File: src/verilog/refresh_pd_pkg.sv
package refresh_pd_pkg;
	// ************************************************************
	// timing figures and derived cycle counts
	// ************************************************************
	localparam int unsigned CLK_PERIOD_PS        = 25000;
	localparam int unsigned REFRESH_CYCLE_NS     = 75;
	localparam int unsigned REFRESH_CYCLE_CYC    =
		(REFRESH_CYCLE_NS * 1000 + CLK_PERIOD_PS - 1) / CLK_PERIOD_PS;
	localparam int unsigned MIN_CKE_PULSE_CYC    = 3;
	localparam int unsigned SELF_NONREAD_NS      = 85;
	localparam int unsigned SELF_NONREAD_CYC     =
		(SELF_NONREAD_NS * 1000 + CLK_PERIOD_PS - 1) / CLK_PERIOD_PS;
	localparam int unsigned SELF_READ_CYC        = 200;
	localparam int unsigned PD_EXIT_CYC          = 2;
	localparam int unsigned BANKS                = 4;
	localparam int unsigned ROWS                 = 8192;
	localparam logic [3:0]  BANKS_IDLE_RESET     = 4'h0;
	localparam logic [12:0] ROW_COUNT_RESET      = 13'h0000;

	// ************************************************************
	// power and refresh states
	// ************************************************************
	typedef enum logic [2:0] {
		ST_IDLE      = 3'b000,
		ST_REFRESH   = 3'b001,
		ST_SELF      = 3'b011,
		ST_SELF_EXIT = 3'b010,
		ST_PRE_PD    = 3'b110,
		ST_ACT_PD    = 3'b111,
		ST_PD_EXIT   = 3'b101
	} pwr_state_e;

	// ************************************************************
	// decoded commands
	// ************************************************************
	typedef enum logic [2:0] {
		CMD_NOP      = 3'h0,
		CMD_ACTIVATE = 3'h1,
		CMD_PRECHG   = 3'h2,
		CMD_REFRESH  = 3'h3,
		CMD_SELF     = 3'h4,
		CMD_PD_ENTER = 3'h5,
		CMD_OTHER    = 3'h6
	} cmd_e;
endpackage
File: src/verilog/cmd_decode.sv
`timescale 1ns/1ps
module cmd_decode (
	input  wire logic                  cke_prev,
	input  wire logic                  clock_enable,
	input  wire logic                  chip_select_n,
	input  wire logic                  row_strobe_n,
	input  wire logic                  column_strobe_n,
	input  wire logic                  write_enable_n,
	output refresh_pd_pkg::cmd_e       cmd
);
	import refresh_pd_pkg::*;

	// ************************************************************
	// command decode on clock enable history
	// ************************************************************
	always_comb begin
		cmd = CMD_NOP;
		if (cke_prev && !clock_enable) begin
			if (!chip_select_n && !row_strobe_n && !column_strobe_n &&
			    write_enable_n)
				cmd = CMD_SELF;
			else
				cmd = CMD_PD_ENTER;
		end else if (cke_prev && !chip_select_n) begin
			unique case ({row_strobe_n, column_strobe_n, write_enable_n})
				3'b001:  cmd = CMD_REFRESH;
				3'b011:  cmd = CMD_ACTIVATE;
				3'b010:  cmd = CMD_PRECHG;
				3'b111:  cmd = CMD_NOP;
				default: cmd = CMD_OTHER;
			endcase
		end
	end
endmodule

File: src/verilog/refresh_pd_ctrl.sv
// Contract
// - refresh decoded: cs,ras,cas low, cke,we high
// - internal counter addresses refresh, banks idle after
// - self refresh decoded with cke low
// - in self refresh only clock_enable matters
// - dll off in self refresh, back on exit
// - internal refresh within pulse; clock gated
// - dll locked at power-down entry, else reset; lock not checked at entry, no dll reset done
// - precharge or active power-down; dll per mode
// - power-down ends on cke high with nop
`timescale 1ns/1ps
module refresh_pd_ctrl #(
	parameter int unsigned ROW_BITS  = 13,
	parameter int unsigned BANK_BITS = 2
) (
	input  wire logic                 clk,
	input  wire logic                 rst_n,
	input  wire logic                 clock_enable,
	input  wire logic                 chip_select_n,
	input  wire logic                 row_strobe_n,
	input  wire logic                 column_strobe_n,
	input  wire logic                 write_enable_n,
	input  wire logic [BANK_BITS-1:0] bank_addr,
	input  wire logic                 precharge_all,
	input  wire logic                 fast_exit,
	output logic                      refresh_busy,
	output logic [BANK_BITS-1:0]      refresh_bank,
	output logic [ROW_BITS-1:0]       refresh_row,
	output logic                      dll_enable,
	output logic                      internal_clock_on,
	output logic                      self_refresh_active,
	output logic                      power_down_active,
	output logic                      active_power_down,
	output logic                      banks_open_any,
	output logic                      ready_for_read,
	output logic                      ready_for_command
);
	import refresh_pd_pkg::*;

	if (ROW_BITS < 1 || ROW_BITS > 16 || BANK_BITS != 2) begin : g_bad_width
		$error("unsupported row or bank width");
	end

	// ************************************************************
	// command decode
	// ************************************************************
	logic cke_q;
	logic cke_d;
	cmd_e cmd;

	cmd_decode u_dec (
		.cke_prev        (cke_q),
		.clock_enable    (clock_enable),
		.chip_select_n   (chip_select_n),
		.row_strobe_n    (row_strobe_n),
		.column_strobe_n (column_strobe_n),
		.write_enable_n  (write_enable_n),
		.cmd             (cmd)
	);

	function automatic logic [7:0] sat_dec(input logic [7:0] v);
		return (v == 8'h00) ? 8'h00 : v - 8'h01;
	endfunction

	// ************************************************************
	// state, bank and counters
	// ************************************************************
	pwr_state_e              state_q,    state_d;
	logic [BANKS-1:0]        open_q,     open_d;
	logic [ROW_BITS-1:0]     row_q,      row_d;
	logic [BANK_BITS-1:0]    bank_q,     bank_d;
	logic [7:0]              tmr_q,      tmr_d;
	logic [7:0]              rd_tmr_q,   rd_tmr_d;
	logic [7:0]              self_tmr_q, self_tmr_d;
	logic                    busy_q,     busy_d;
	logic                    dll_q,      dll_d;
	logic                    iclk_q,     iclk_d;
	logic                    selfr_q,    selfr_d;
	logic                    pd_q,       pd_d;
	logic                    apd_q,      apd_d;
	logic                    rdy_q,      rdy_d;
	logic                    rrdy_q,     rrdy_d;
	logic                    oany_q,     oany_d;

	always_comb begin
		state_d    = state_q;
		open_d     = open_q;
		row_d      = row_q;
		bank_d     = bank_q;
		tmr_d      = sat_dec(tmr_q);
		rd_tmr_d   = sat_dec(rd_tmr_q);
		self_tmr_d = self_tmr_q;
		cke_d      = clock_enable;
		unique case (state_q)
			ST_IDLE: begin
				unique case (cmd)
					CMD_ACTIVATE: open_d[bank_addr] = 1'b1;
					CMD_PRECHG: begin
						if (precharge_all)
							open_d = '0;
						else
							open_d[bank_addr] = 1'b0;
					end
					CMD_REFRESH: begin
						state_d = ST_REFRESH;
						tmr_d   = 8'(REFRESH_CYCLE_CYC);
						open_d  = '0;
					end
					CMD_SELF: begin
						state_d    = ST_SELF;
						self_tmr_d = 8'(MIN_CKE_PULSE_CYC - 1);
					end
					CMD_PD_ENTER: begin
						state_d = (open_q == '0) ? ST_PRE_PD
							: ST_ACT_PD;
					end
					default: ;
				endcase
			end
			ST_REFRESH: begin
				if (cmd == CMD_PD_ENTER) begin
					// the refresh counts at once, no timer left to lose
					state_d = ST_PRE_PD;
					tmr_d   = 8'h00;
					{row_d, bank_d} = {row_q, bank_q} + 1'b1;
				end else if (tmr_q == 8'h01) begin
					state_d = ST_IDLE;
					{row_d, bank_d} = {row_q, bank_q} + 1'b1;
				end
			end
			ST_SELF: begin
				// only clock_enable is looked at here
				cke_d = clock_enable;
				if (self_tmr_q != 8'h00) begin
					self_tmr_d = self_tmr_q - 8'h01;
					if (self_tmr_q == 8'h01)
						{row_d, bank_d} = {row_q, bank_q} + 1'b1;
				end
				if (clock_enable) begin
					state_d  = ST_SELF_EXIT;
					tmr_d    = 8'(SELF_NONREAD_CYC);
					rd_tmr_d = 8'(SELF_READ_CYC);
				end
			end
			ST_SELF_EXIT: begin
				if (tmr_q <= 8'h01)
					state_d = ST_IDLE;
			end
			ST_PRE_PD, ST_ACT_PD: begin
				if (clock_enable && (chip_select_n ||
				    (row_strobe_n && column_strobe_n && write_enable_n))) begin
					state_d = ST_PD_EXIT;
					tmr_d   = 8'(PD_EXIT_CYC);
				end
			end
			ST_PD_EXIT: begin
				if (tmr_q <= 8'h01)
					state_d = ST_IDLE;
			end
			default: state_d = ST_IDLE;
		endcase
	end

	// ************************************************************
	// status outputs, all registered
	// ************************************************************
	always_comb begin
		busy_d  = (state_d == ST_REFRESH) ||
			(state_d == ST_SELF && self_tmr_d != 8'h00);
		dll_d   = !(state_d == ST_SELF || state_d == ST_PRE_PD ||
			(state_d == ST_ACT_PD && !fast_exit));
		iclk_d  = (state_d != ST_SELF) || (self_tmr_d != 8'h00);
		selfr_d = (state_d == ST_SELF);
		pd_d    = (state_d == ST_PRE_PD) || (state_d == ST_ACT_PD);
		apd_d   = (state_d == ST_ACT_PD);
		rdy_d   = (state_d == ST_IDLE);
		rrdy_d  = (state_d == ST_IDLE) && (rd_tmr_d == 8'h00);
		oany_d  = |open_d;
	end

	always_ff @(posedge clk) begin
		if (!rst_n) begin
			state_q    <= ST_IDLE;
			cke_q      <= 1'b0;
			open_q     <= BANKS_IDLE_RESET;
			row_q      <= '0;
			bank_q     <= '0;
			tmr_q      <= 8'h00;
			rd_tmr_q   <= 8'h00;
			self_tmr_q <= 8'h00;
			busy_q     <= 1'b0;
			dll_q      <= 1'b1;
			iclk_q     <= 1'b1;
			selfr_q    <= 1'b0;
			pd_q       <= 1'b0;
			apd_q      <= 1'b0;
			rdy_q      <= 1'b1;
			rrdy_q     <= 1'b1;
			oany_q     <= 1'b0;
		end else begin
			state_q    <= state_d;
			cke_q      <= cke_d;
			open_q     <= open_d;
			row_q      <= row_d;
			bank_q     <= bank_d;
			tmr_q      <= tmr_d;
			rd_tmr_q   <= rd_tmr_d;
			self_tmr_q <= self_tmr_d;
			busy_q     <= busy_d;
			dll_q      <= dll_d;
			iclk_q     <= iclk_d;
			selfr_q    <= selfr_d;
			pd_q       <= pd_d;
			apd_q      <= apd_d;
			rdy_q      <= rdy_d;
			rrdy_q     <= rrdy_d;
			oany_q     <= oany_d;
		end
	end

	assign refresh_busy        = busy_q;
	assign refresh_bank        = bank_q;
	assign refresh_row         = row_q;
	assign dll_enable          = dll_q;
	assign internal_clock_on   = iclk_q;
	assign self_refresh_active = selfr_q;
	assign power_down_active   = pd_q;
	assign active_power_down   = apd_q;
	assign banks_open_any      = oany_q;
	assign ready_for_read      = rrdy_q;
	assign ready_for_command   = rdy_q;
endmodule

File: config.mk
export PLATFORM = sky130hd
export DESIGN_NAME = refresh_pd_ctrl
export DESIGN_NICKNAME = d
export VERILOG_FILES = /design/src/verilog/refresh_pd_pkg.sv /design/src/verilog/cmd_decode.sv /design/src/verilog/refresh_pd_ctrl.sv
export SDC_FILE = /design/constraint.sdc
export NUM_CORES = 1
export LEC_CHECK = 0
export BUFFER_PORTS_ARGS = -buffer_cell sky130_fd_sc_hd__buf_4
export CAP_MARGIN = 0
export CORE_MARGIN = 8
export CORE_UTILIZATION = 30
export CTS_CLUSTER_SIZE = 10
export DETAILED_ROUTE_END_ITERATION = 10
export PLACE_DENSITY = 0.55
export SKIP_LAST_GASP = 1
export SLEW_MARGIN = 40
export SYNTH_ARGS = -nofsm -noshare
export SYNTH_HDL_FRONTEND = slang
export SYNTH_SLANG_ARGS = --single-unit
File: constraint.sdc
create_clock -name clk -period 3 [get_ports clk]
set_clock_uncertainty 0.2 [all_clocks]
set_input_delay 0.6 -clock clk [delete_from_list [all_inputs] [get_ports clk]]
set_output_delay 0.6 -clock clk [all_outputs]
set_load 0.1 [all_outputs]
======== After elaboration in Yosys (flattened, before gate mapping) ========
Cells that the tools add are included.
storage, ports and cells
  register bits after elaboration ......... 56
  latch bits .............................. 0
  memory bits (writable) .................. 0
  ROM bits ................................ 0
  input bits .............................. 11
  output and inout port bits .............. 24
  logic and storage cells ................. 128
  memories ................................ 0
operators by class
  add/sub/neg operators ................... 4
  multipliers ............................. 0
  divide/modulo/power cells ............... 0
  $lt $le $gt $ge ......................... 3
  eq/ne operators ......................... 25
  shift operators ......................... 0
  multiplexer cells ....................... 39
  bitwise logic cells ..................... 3
  reductions and logical operators ........ 37
operators with widths
  cell                                                                   count
  8-bit two-way mux                                                      10
  13-bit two-way mux                                                     4
  8-bit case mux with 4 select lines                                     1
  13-bit case mux with 2 select lines                                    1
  3-bit equality test, second input constant                             8
  8-bit logical NOT                                                      3
  8-bit by 1-bit subtractor with 8-bit output, second input constant     3
  3-bit by 2-bit equality test with 1-bit output, second input constant  7
  3-bit two-way mux                                                      7
  8-bit by 1-bit equality test with 1-bit output, second input constant  2
  8-bit case mux with 2 select lines                                     1
  8-bit nonzero test                                                     2
  15-bit by 1-bit adder with 15-bit output, second input constant        1
  3-bit case mux with 5 select lines                                     1
  3-bit by 1-bit equality test with 1-bit output, second input constant  4
  1-bit logical AND                                                      12
  3-bit case mux with 4 select lines                                     1
  4-bit case mux with 3 select lines                                     1
  3-bit case mux with 3 select lines                                     1
  8-bit by 1-bit <= comparator with 1-bit output, second input constant  1
  2-bit two-way mux                                                      4
  4-bit two-way mux                                                      2
  1-bit logical NOT                                                      6
  3-bit logical NOT                                                      2
  other kinds (17)                                                       26

======== Depth between registers and ports, before layout ========
Gate-level depths: netlist of run 1.
  depth after elaboration ................. 13
  mapped depth ............................ 8
  depth with buffers taken out ............ 7

======== Modules after synthesis ========
A second synthesis of run 1 with hierarchy kept.
second synthesis, totals
  cell total of the unflattened synthesis .. 360
  area total of the unflattened synthesis .. 3014.1 µm²
by module, submodules not included
  module           times used  cells an instance  area each (µm²)  seq. area each (µm²)
  refresh_pd_ctrl  1           349                2949.1           1121.1
  cmd_decode       1           11                 65.1             0.0

======== Worst setup path after synthesis of run 1 ========
OpenSTA, ideal clock, no wires.
  path type ............................... reg2reg
  start point ............................. register row_q[2] (netlist: refresh_row[2])
  end point ............................... register row_q[8] (netlist: refresh_row[8])
  setup time .............................. 0.128 ns
  data arrival time ....................... 2.430 ns
  required time ........................... 2.672 ns
  setup slack ............................. 0.242 ns
  cell stages (with the launch flop) ...... 6
  path buffers ............................ 0
  clock period less this slack ............ 2.758 ns
  path through ............................ dfxtp_1 nand2_1 or4_4 a2111oi_0 xnor2_1 nor2_1
between the ends
  longest elaborated chain between the ends .. 4
  elaborated cells on any way between the ends .. 6
  classes of those cells .................. add/sub (1); mux (5)
ends and longest elaborated chain
  element                                       line                                                                    RTL
  from (decl)                                   refresh_pd_ctrl.sv:70                                                   logic [ROW_BITS-1:0] row_q, row_d;
  from (signal assigned)                        refresh_pd_ctrl.sv:204                                                  row_q <= row_d;
  15-bit by 1-bit adder with 15-bit output (*)  refresh_pd_ctrl.sv:125, refresh_pd_ctrl.sv:128, refresh_pd_ctrl.sv:137
  13-bit two-way mux (on tied branches)         refresh_pd_ctrl.sv:136, refresh_pd_ctrl.sv:126
  13-bit two-way mux (on tied branches)         refresh_pd_ctrl.sv:134, refresh_pd_ctrl.sv:121
  13-bit case mux with 2 select lines (*)       refresh_pd_ctrl.sv:94                                                   unique case (state_q)
Every way passes the cells marked *; elsewhere a longest branch is shown, timed or not. The select of a mux whose other input is x is not followed.
A chain may end at the register's enable or synchronous reset.

======== Final worst setup path of run 1 ========
  start point ............................. register self_tmr_q[0]
  end point ............................... register row_q[6] (netlist: refresh_row[6])
between the ends
  longest elaborated chain between the ends .. 3
  elaborated cells on any way between the ends .. 5
  classes of those cells .................. eq/ne (3); reduce/logical (2)
ends and longest elaborated chain
  element                                                                               line                                            RTL
  from (decl)                                                                           refresh_pd_ctrl.sv:74                           logic [7:0] self_tmr_q, self_tmr_d;
  from (signal assigned)                                                                refresh_pd_ctrl.sv:208                          self_tmr_q <= self_tmr_d;
  8-bit by 1-bit equality test with 1-bit output or 8-bit nonzero test (tied branches)  refresh_pd_ctrl.sv:136, refresh_pd_ctrl.sv:134
  2-bit != test (no source line)                                                        -
  4-bit AND reduction (no source line) (*)                                              -
Every way passes the cells marked *; elsewhere a longest branch is shown, timed or not.

==> results of run 1 <==
==> stage by stage <==
step / area [um2] / std cells / utilization [%]
floorplan: 3070 / 366 / -
global placement: 3520 / 534 / 34.7
detailed placement: 3520 / 534 / 34.8
CTS: 3610 / 541 / 35.6
global route: 3610 / 541 / 35.6
finish: 3610 / 541 / 35.6
==> cells in the final DEF, fill, tap and decap left out, types with 13 or more instances in the layout <==
| cell | n |
|---|---|
| sky130_fd_sc_hd__xnor2_1 | 13 |
| sky130_fd_sc_hd__a21oi_1 | 22 |
| sky130_fd_sc_hd__inv_1 | 19 |
| sky130_fd_sc_hd__nor2_1 | 34 |
| sky130_fd_sc_hd__buf_4 | 44 |
| sky130_fd_sc_hd__nor3_1 | 17 |
| sky130_fd_sc_hd__nand3_1 | 15 |
| sky130_fd_sc_hd__o21ai_0 | 14 |
| sky130_fd_sc_hd__nand2_1 | 22 |
| sky130_fd_sc_hd__dfxtp_1 | 56 |
==> cells in the mapped netlist, drive strengths merged (8+ instances only) <==
cell type   n
a21oi      22
and2       10
clkbuf      9
dfxtp      56
ha          9
inv        19
nand2      22
nand3      15
nor2       34
nor3       19
o21ai      14
or3         8
xnor2      13
==> cells by family (layout without fill, tap and decap cells) <==
logic type,count (synthesis),in the layout,share of synthesized area [%]
simple gates,164,164,30.5
buf+inv,32,71,4.15
mux,3,3,0.978
fa+ha+maj,9,9,3.67
xor+xnor,19,19,5.42
compound gates,83,83,18.8
flops,56,56,36.5
==> layer usage <==
| metal | global-route usage [%] | part of all wire (%) | up-vias |
|---|---|---|---|
| met5 | 0 | 0 | - |
| li1 | - | - | 1421 |
| met3 | 2.26 | 2.7 | 9 |
| met2 | 19.8 | 49 | 40 |
| met1 | 13.8 | 47 | 1353 |
| met4 | 4.18 | 1.5 | 0 |
==> how the worst max path moves through the flow <==
stage                     from              end  slack [ps]  cells after the start
2_1_floorplan   refresh_row[2]   refresh_row[8]         240                      5
3_3_place_gp   column_strobe_n  refresh_bank[1]         270                      7
3_5_place_dp      clock_enable   refresh_row[4]         220                      7
4_1_cts          self_tmr_q[0]   refresh_row[6]         290                      7
5_1_grt          self_tmr_q[0]   refresh_row[6]          40                      7
6_report         self_tmr_q[0]   refresh_row[6]         260                      7
==> state kept, by name, summed over array words and instances (netlist names) <==
name                 cells
active_power_down        1
banks_open_any           1
cke_q                    1
dll_enable               1
internal_clock_on        1
open_q                   4
power_down_active        1
rd_tmr_q                 8
ready_for_command        1
ready_for_read           1
refresh_bank             2
refresh_busy             1
refresh_row             13
self_refresh_active      1
self_tmr_q               8
state_q                  3
tmr_q                    8
==> area by class of cell <==
cell class | instances | area, um2
fillers | 1061 | 6530
multi-input cells | 278 | 1830
clock buffers | 5 | 68.8
well taps | 136 | 170
inverters | 20 | 75.1
clock inverters | 2 | 16.3
flip-flops and latches | 56 | 1120
repair buffers | 44 | 330
==> where the power goes <==
| part | total (mW) | leakage (nW) | internal (mW) | switching [mW] |
|---|---|---|---|---|
| registers | 0.968 | 0.455 | 0.848 | 0.121 |
| logic | 0.783 | 0.817 | 0.349 | 0.434 |
| clock network | 0.423 | 0.0406 | 0.164 | 0.260 |
| total | 2.17 | 1.31 | 1.36 | 0.814 |
==> critical path, stage by stage, from the launching register on <==
cell                      delay, ps
sky130_fd_sc_hd__dfxtp_1        460
sky130_fd_sc_hd__inv_1          130
sky130_fd_sc_hd__ha_1           230
sky130_fd_sc_hd__nor4_1         270
sky130_fd_sc_hd__a31oi_1        210
sky130_fd_sc_hd__a211o_2        490
sky130_fd_sc_hd__or4_1          540
sky130_fd_sc_hd__a21oi_1        150
==> impl_metrics.json, run 1 <==
{
  "clk_path_buf_depth": 2,
  "timing.reg2reg.worst_path_depth": 7,
  "fin_tns_setup_ps": 0,
  "die_span_in_y_um": 117,
  "final.period_utilization_pct": 91.4,
  "floorplan.core_area_um2": 10100,
  "drt_pass1_iterations": 4,
  "cp.required_ps": 3050,
  "design_power_total_mw": 2.17,
  "grt_start_max_net_pins": 27,
  "floorplan.die.width_um": 117,
  "setup.reg_to_reg.worst_slack_ps": 260,
  "grt_pass1_wl_um": 12800,
  "grt_pass1_vias": 2745,
  "design.final.nets": 425,
  "ys_warn_count": 0,
  "dp_hpwl_um": 5570,
  "hold_buffers": 0,
  "final-setup-viol-count": 0,
  "min_to": "refresh_row[7]",
  "yosysTopAreaCellShare_pct": 36.5,
  "die_area_um2": 13700,
  "antenna_cells_inserted": 0,
  "placement_rows": 37,
  "vdd_ir_drop_max_v": 0.000230,
  "postSynthRegisterBits": 56,
  "syn2layout_area_growth_pct": 17.5,
  "synthCells": 366,
  "outcome": "completed",
  "remaining_drc_errors": 0,
  "drv_cap": 0,
  "path_class": "reg2reg",
  "hold_path.startpoint": "refresh_row[7]",
  "ys_async_sr_fraction_pct": 0,
  "yosysSeqAreaShare_pct": 36.5,
  "io_pins": 35,
  "vias_per_cell": 5.22,
  "ys.flop_type": "sky130_fd_sc_hd__dfxtp_1",
  "placement.setup.worst_slack_ps": 223,
  "worst_setup_start_kind": "flop",
  "final_layout_size_suffix_gt1_share_pct": 16.3,
  "critical_path.reg2reg.startpoint": "self_tmr_q[0]",
  "timing_max_transition_violations_final": 0,
  "floorplan.initialDensity_pct": 30.3,
  "critical_path_arrival_ps": 2800,
  "drt-wirelength-per-cell_um": 13.8,
  "synth-edff-count": 0,
  "route.vias.total": 2823,
  "critPathMaxFanout": 17,
  "rsz0062_at_grt": "false",
  "final.setup.worst_slack_ps": 257,
  "mappedNetlistArea_um2": 3070,
  "timing.max_slew.rel_slack_pct": 57.3,
  "final.min_clock_period_ps": 2740,
  "cts_post_setup_buffers_inserted": 0,
  "grt_antenna_before_repair": 0,
  "syn_avg_cell_area_um2": 8.39,
  "max_slew.worst_pin.slew_ps": 632,
  "hold_viol_final": 0,
  "clock_insertion_delay_worst_skew_ps": 310,
  "holdWs_ps": 295,
  "synth_top_cell_by_area": "sky130_fd_sc_hd__dfxtp_1",
  "globalplace.congestion": 0.803,
  "syn-num-nets": 386,
  "tritoncts": "done",
  "cts_resized": 0,
  "cellLeakagePower_nw": 1.31,
  "synth.area.top_cells": "sky130_fd_sc_hd__dfxtp_1 36%, sky130_fd_sc_hd__nor2_1 4.2%, sky130_fd_sc_hd__xnor2_1 3.7%",
  "globalRouteTotalUtil_pct": 11.5,
  "clock-root-buffer": "sky130_fd_sc_hd__clkbuf_8",
  "cts.clk_slew.worst_paths_ps": 110,
  "clock_sink_count": 56,
  "drt-total-wl_um": 7490,
  "port-buffer-count": 34,
  "drtIter0Drc": 151,
  "route.antenna.remaining_nets": 0,
  "cts_bufs_inserted": 5,
  "synth.distinct_cells": 65,
  "cts_htree_levels": 2,
  "maxClockFrequency_ghz": 0.365,
  "critical_path.reg2reg.endpoint": "refresh_row[6]",
  "grt_overflow_total": 0,
  "pwr_cell_area_nw_per_um2": 602,
  "worst_hold_path.num_cells": 2,
  "worstSetupEndpointType": "flop",
  "worst_hold_path_type": "reg2reg"
}
Power figures use the tool's default switching activity.
==> inputs of run 2 (changes only) <==
MAX_ROUTING_LAYER = met4   (was unset)
PLACE_DENSITY = unset   (was 0.55)
PLACE_DENSITY_LB_ADDON = 0.15   (was unset)
RECOVER_POWER = 100   (was unset)
==> run 2 against run 1 <==
Compared with the run above:
- sequential share of layout area is 0.87 points higher
- critical path depth stayed put
- wire length is 3.3% higher
- sequential power hardly changed
- combinational power hardly changed
- final cell count is 0.18% higher
- setup slack worse by 10 ps
- first-iteration DRC count is 31% lower
- register-to-register slack hardly changed
- clock power is 28% higher
- fmax is 0.37% lower
- sequential cell count stayed put
- highest routed layer unchanged
==> impl_metrics.json, run 2 (synthesis results as in run 1) <==
{
  "cp-startpoint": "self_tmr_q[0]",
  "timing_max_transition_violations_final": 0,
  "final.min_clock_period_ps": 2750,
  "rsz0062_at_grt": "false",
  "clock_insertion_delay_worst_skew_ps": 310,
  "dp_hpwl_um": 5780,
  "remaining_drc_errors": 0,
  "worstPathCellList": "inv_1 -> ha_1 -> nor4_1 -> a31oi_1 -> a211o_2 -> or4_1 -> a21oi_1",
  "grt_antenna_before_repair": 0,
  "worstPathBufferInverterCount": 1,
  "maxClockFrequency_ghz": 0.363,
  "crit_family": "compound AO/OA/AOI/OAI gates",
  "globalRouteTotalUtil_pct": 12.3,
  "drt-total-wl_um": 7730,
  "pwr_cell_area_nw_per_um2": 652,
  "cp.required_ps": 3040,
  "clk_path_buf_depth": 2,
  "drv_cap": 0,
  "cts.clk_slew.worst_paths_ps": 110,
  "timing.critical_path.slowest_stage_cell": "sky130_fd_sc_hd__or4_1",
  "cellLeakagePower_nw": 1.21,
  "grt_start_max_net_pins": 27,
  "worstSetupEndpointType": "flop",
  "worst_setup_start_kind": "flop",
  "drt-wirelength-per-cell_um": 14.3,
  "final.setup.worst_slack_ps": 247,
  "final_common_cell": "sky130_fd_sc_hd__dfxtp_1",
  "cts_post_setup_buffers_inserted": 0,
  "syn2layout_area_growth_pct": 14.3,
  "fillers": 1107,
  "floorplan.core_area_um2": 10100,
  "vdd_ir_drop_max_v": 0.000317,
  "final.period_utilization_pct": 91.8,
  "grt_pass1_vias": 2757,
  "worst_hold_path_type": "reg2reg",
  "floorplan.die.width_um": 117,
  "die_area_um2": 13700,
  "placement.setup.worst_slack_ps": 249,
  "grt_pass1_wl_um": 13200,
  "drtIter0Drc": 104,
  "cts_htree_levels": 2,
  "design.final.nets": 425,
  "vias_per_cell": 5.13,
  "die_span_in_y_um": 117,
  "critical_path.reg2reg.startpoint": "self_tmr_q[0]",
  "tritoncts": "done",
  "timing.max_slew.rel_slack_pct": 15.8,
  "critPathMaxFanout": 17,
  "fin_tns_setup_ps": 0,
  "hold_buffers": 0,
  "antenna_cells_inserted": 0,
  "path_class": "reg2reg",
  "route.vias.total": 2783,
  "cts_bufs_inserted": 5,
  "floorplan.initialDensity_pct": 30.3,
  "cts_resized": 0,
  "hold_path.startpoint": "rd_tmr_q[0]",
  "clock_sink_count": 56,
  "globalplace.congestion": 0.802,
  "mostFrequentLayoutCells": "56 x sky130_fd_sc_hd__dfxtp_1, 34 x sky130_fd_sc_hd__nor2_1, 29 x sky130_fd_sc_hd__clkbuf_1, 22 x sky130_fd_sc_hd__a21oi_1, 22 x sky130_fd_sc_hd__nand2_1",
  "final-setup-viol-count": 0,
  "placement_rows": 37,
  "critical_path_arrival_ps": 2790,
  "port-buffer-count": 34,
  "io_pins": 35,
  "clock-root-buffer": "sky130_fd_sc_hd__clkbuf_8",
  "grt_overflow_total": 0,
  "drt_pass1_iterations": 4,
  "max_slew.worst_pin.slew_ps": 1260,
  "final_layout_size_suffix_gt1_share_pct": 8.37,
  "timing.critical_path.slowest_cell_delay_ps": 530,
  "outcome": "completed",
  "route.antenna.remaining_nets": 0,
  "largest_reg_flops": 13,
  "hold_viol_final": 0
}
[run 2: final timing paths]
check | to | slack [ps] | cells after the start
setup reg to reg | refresh_row[6] | 250 | 7
hold reg to reg | rd_tmr_q[0] | 290 | 1
setup / recovery | refresh_row[6] | 250 | 7
hold / removal | rd_tmr_q[0] | 290 | 1
[run 2: where the power goes]
part	internal, mW	leakage, nW	switching (mW)
registers	0.848	0.455	0.117
clock network	0.295	0.0645	0.248
logic	0.341	0.692	0.439
total	1.48	1.21	0.805
[run 2: per-layer routing]
| layer | vias to the layer above | GRT usage, % | routed length [um] |
|---|---|---|---|
| li1 | 1426 | - | - |
| met1 | 1321 | 14.6 | 3630 |
| met2 | 28 | 20.7 | 3810 |
| met3 | 8 | 2.15 | 207 |
| met4 | 0 | 3.75 | 89 |
| met5 | - | - | 0 |
[run 2: stage by stage]
step	hold slack (ps)	util, %	cells	cell area [um2]	total power [mW]
5_1_grt	333	34.6	542	3510	2.48
2_1_floorplan	248	-	366	3070	1.61
4_1_cts	305	36.0	542	3650	2.33
6_report	295	34.6	542	3510	2.29
3_3_place_gp	280	34.7	534	3520	1.78
3_5_place_dp	282	34.8	534	3520	1.78
[run 2: area by class of cell]
class                      instances  area (um2)  share of cell area (%)
clock inverter                     1        30.0                   0.855
clock buffer                       7        96.3                    2.74
inverter                          20        75.1                    2.14
timing repair buffer              44         221                    6.31
multi-input combinational        278        1800                    51.2
sequential                        56        1120                    31.9
tap                              136         170                    4.85
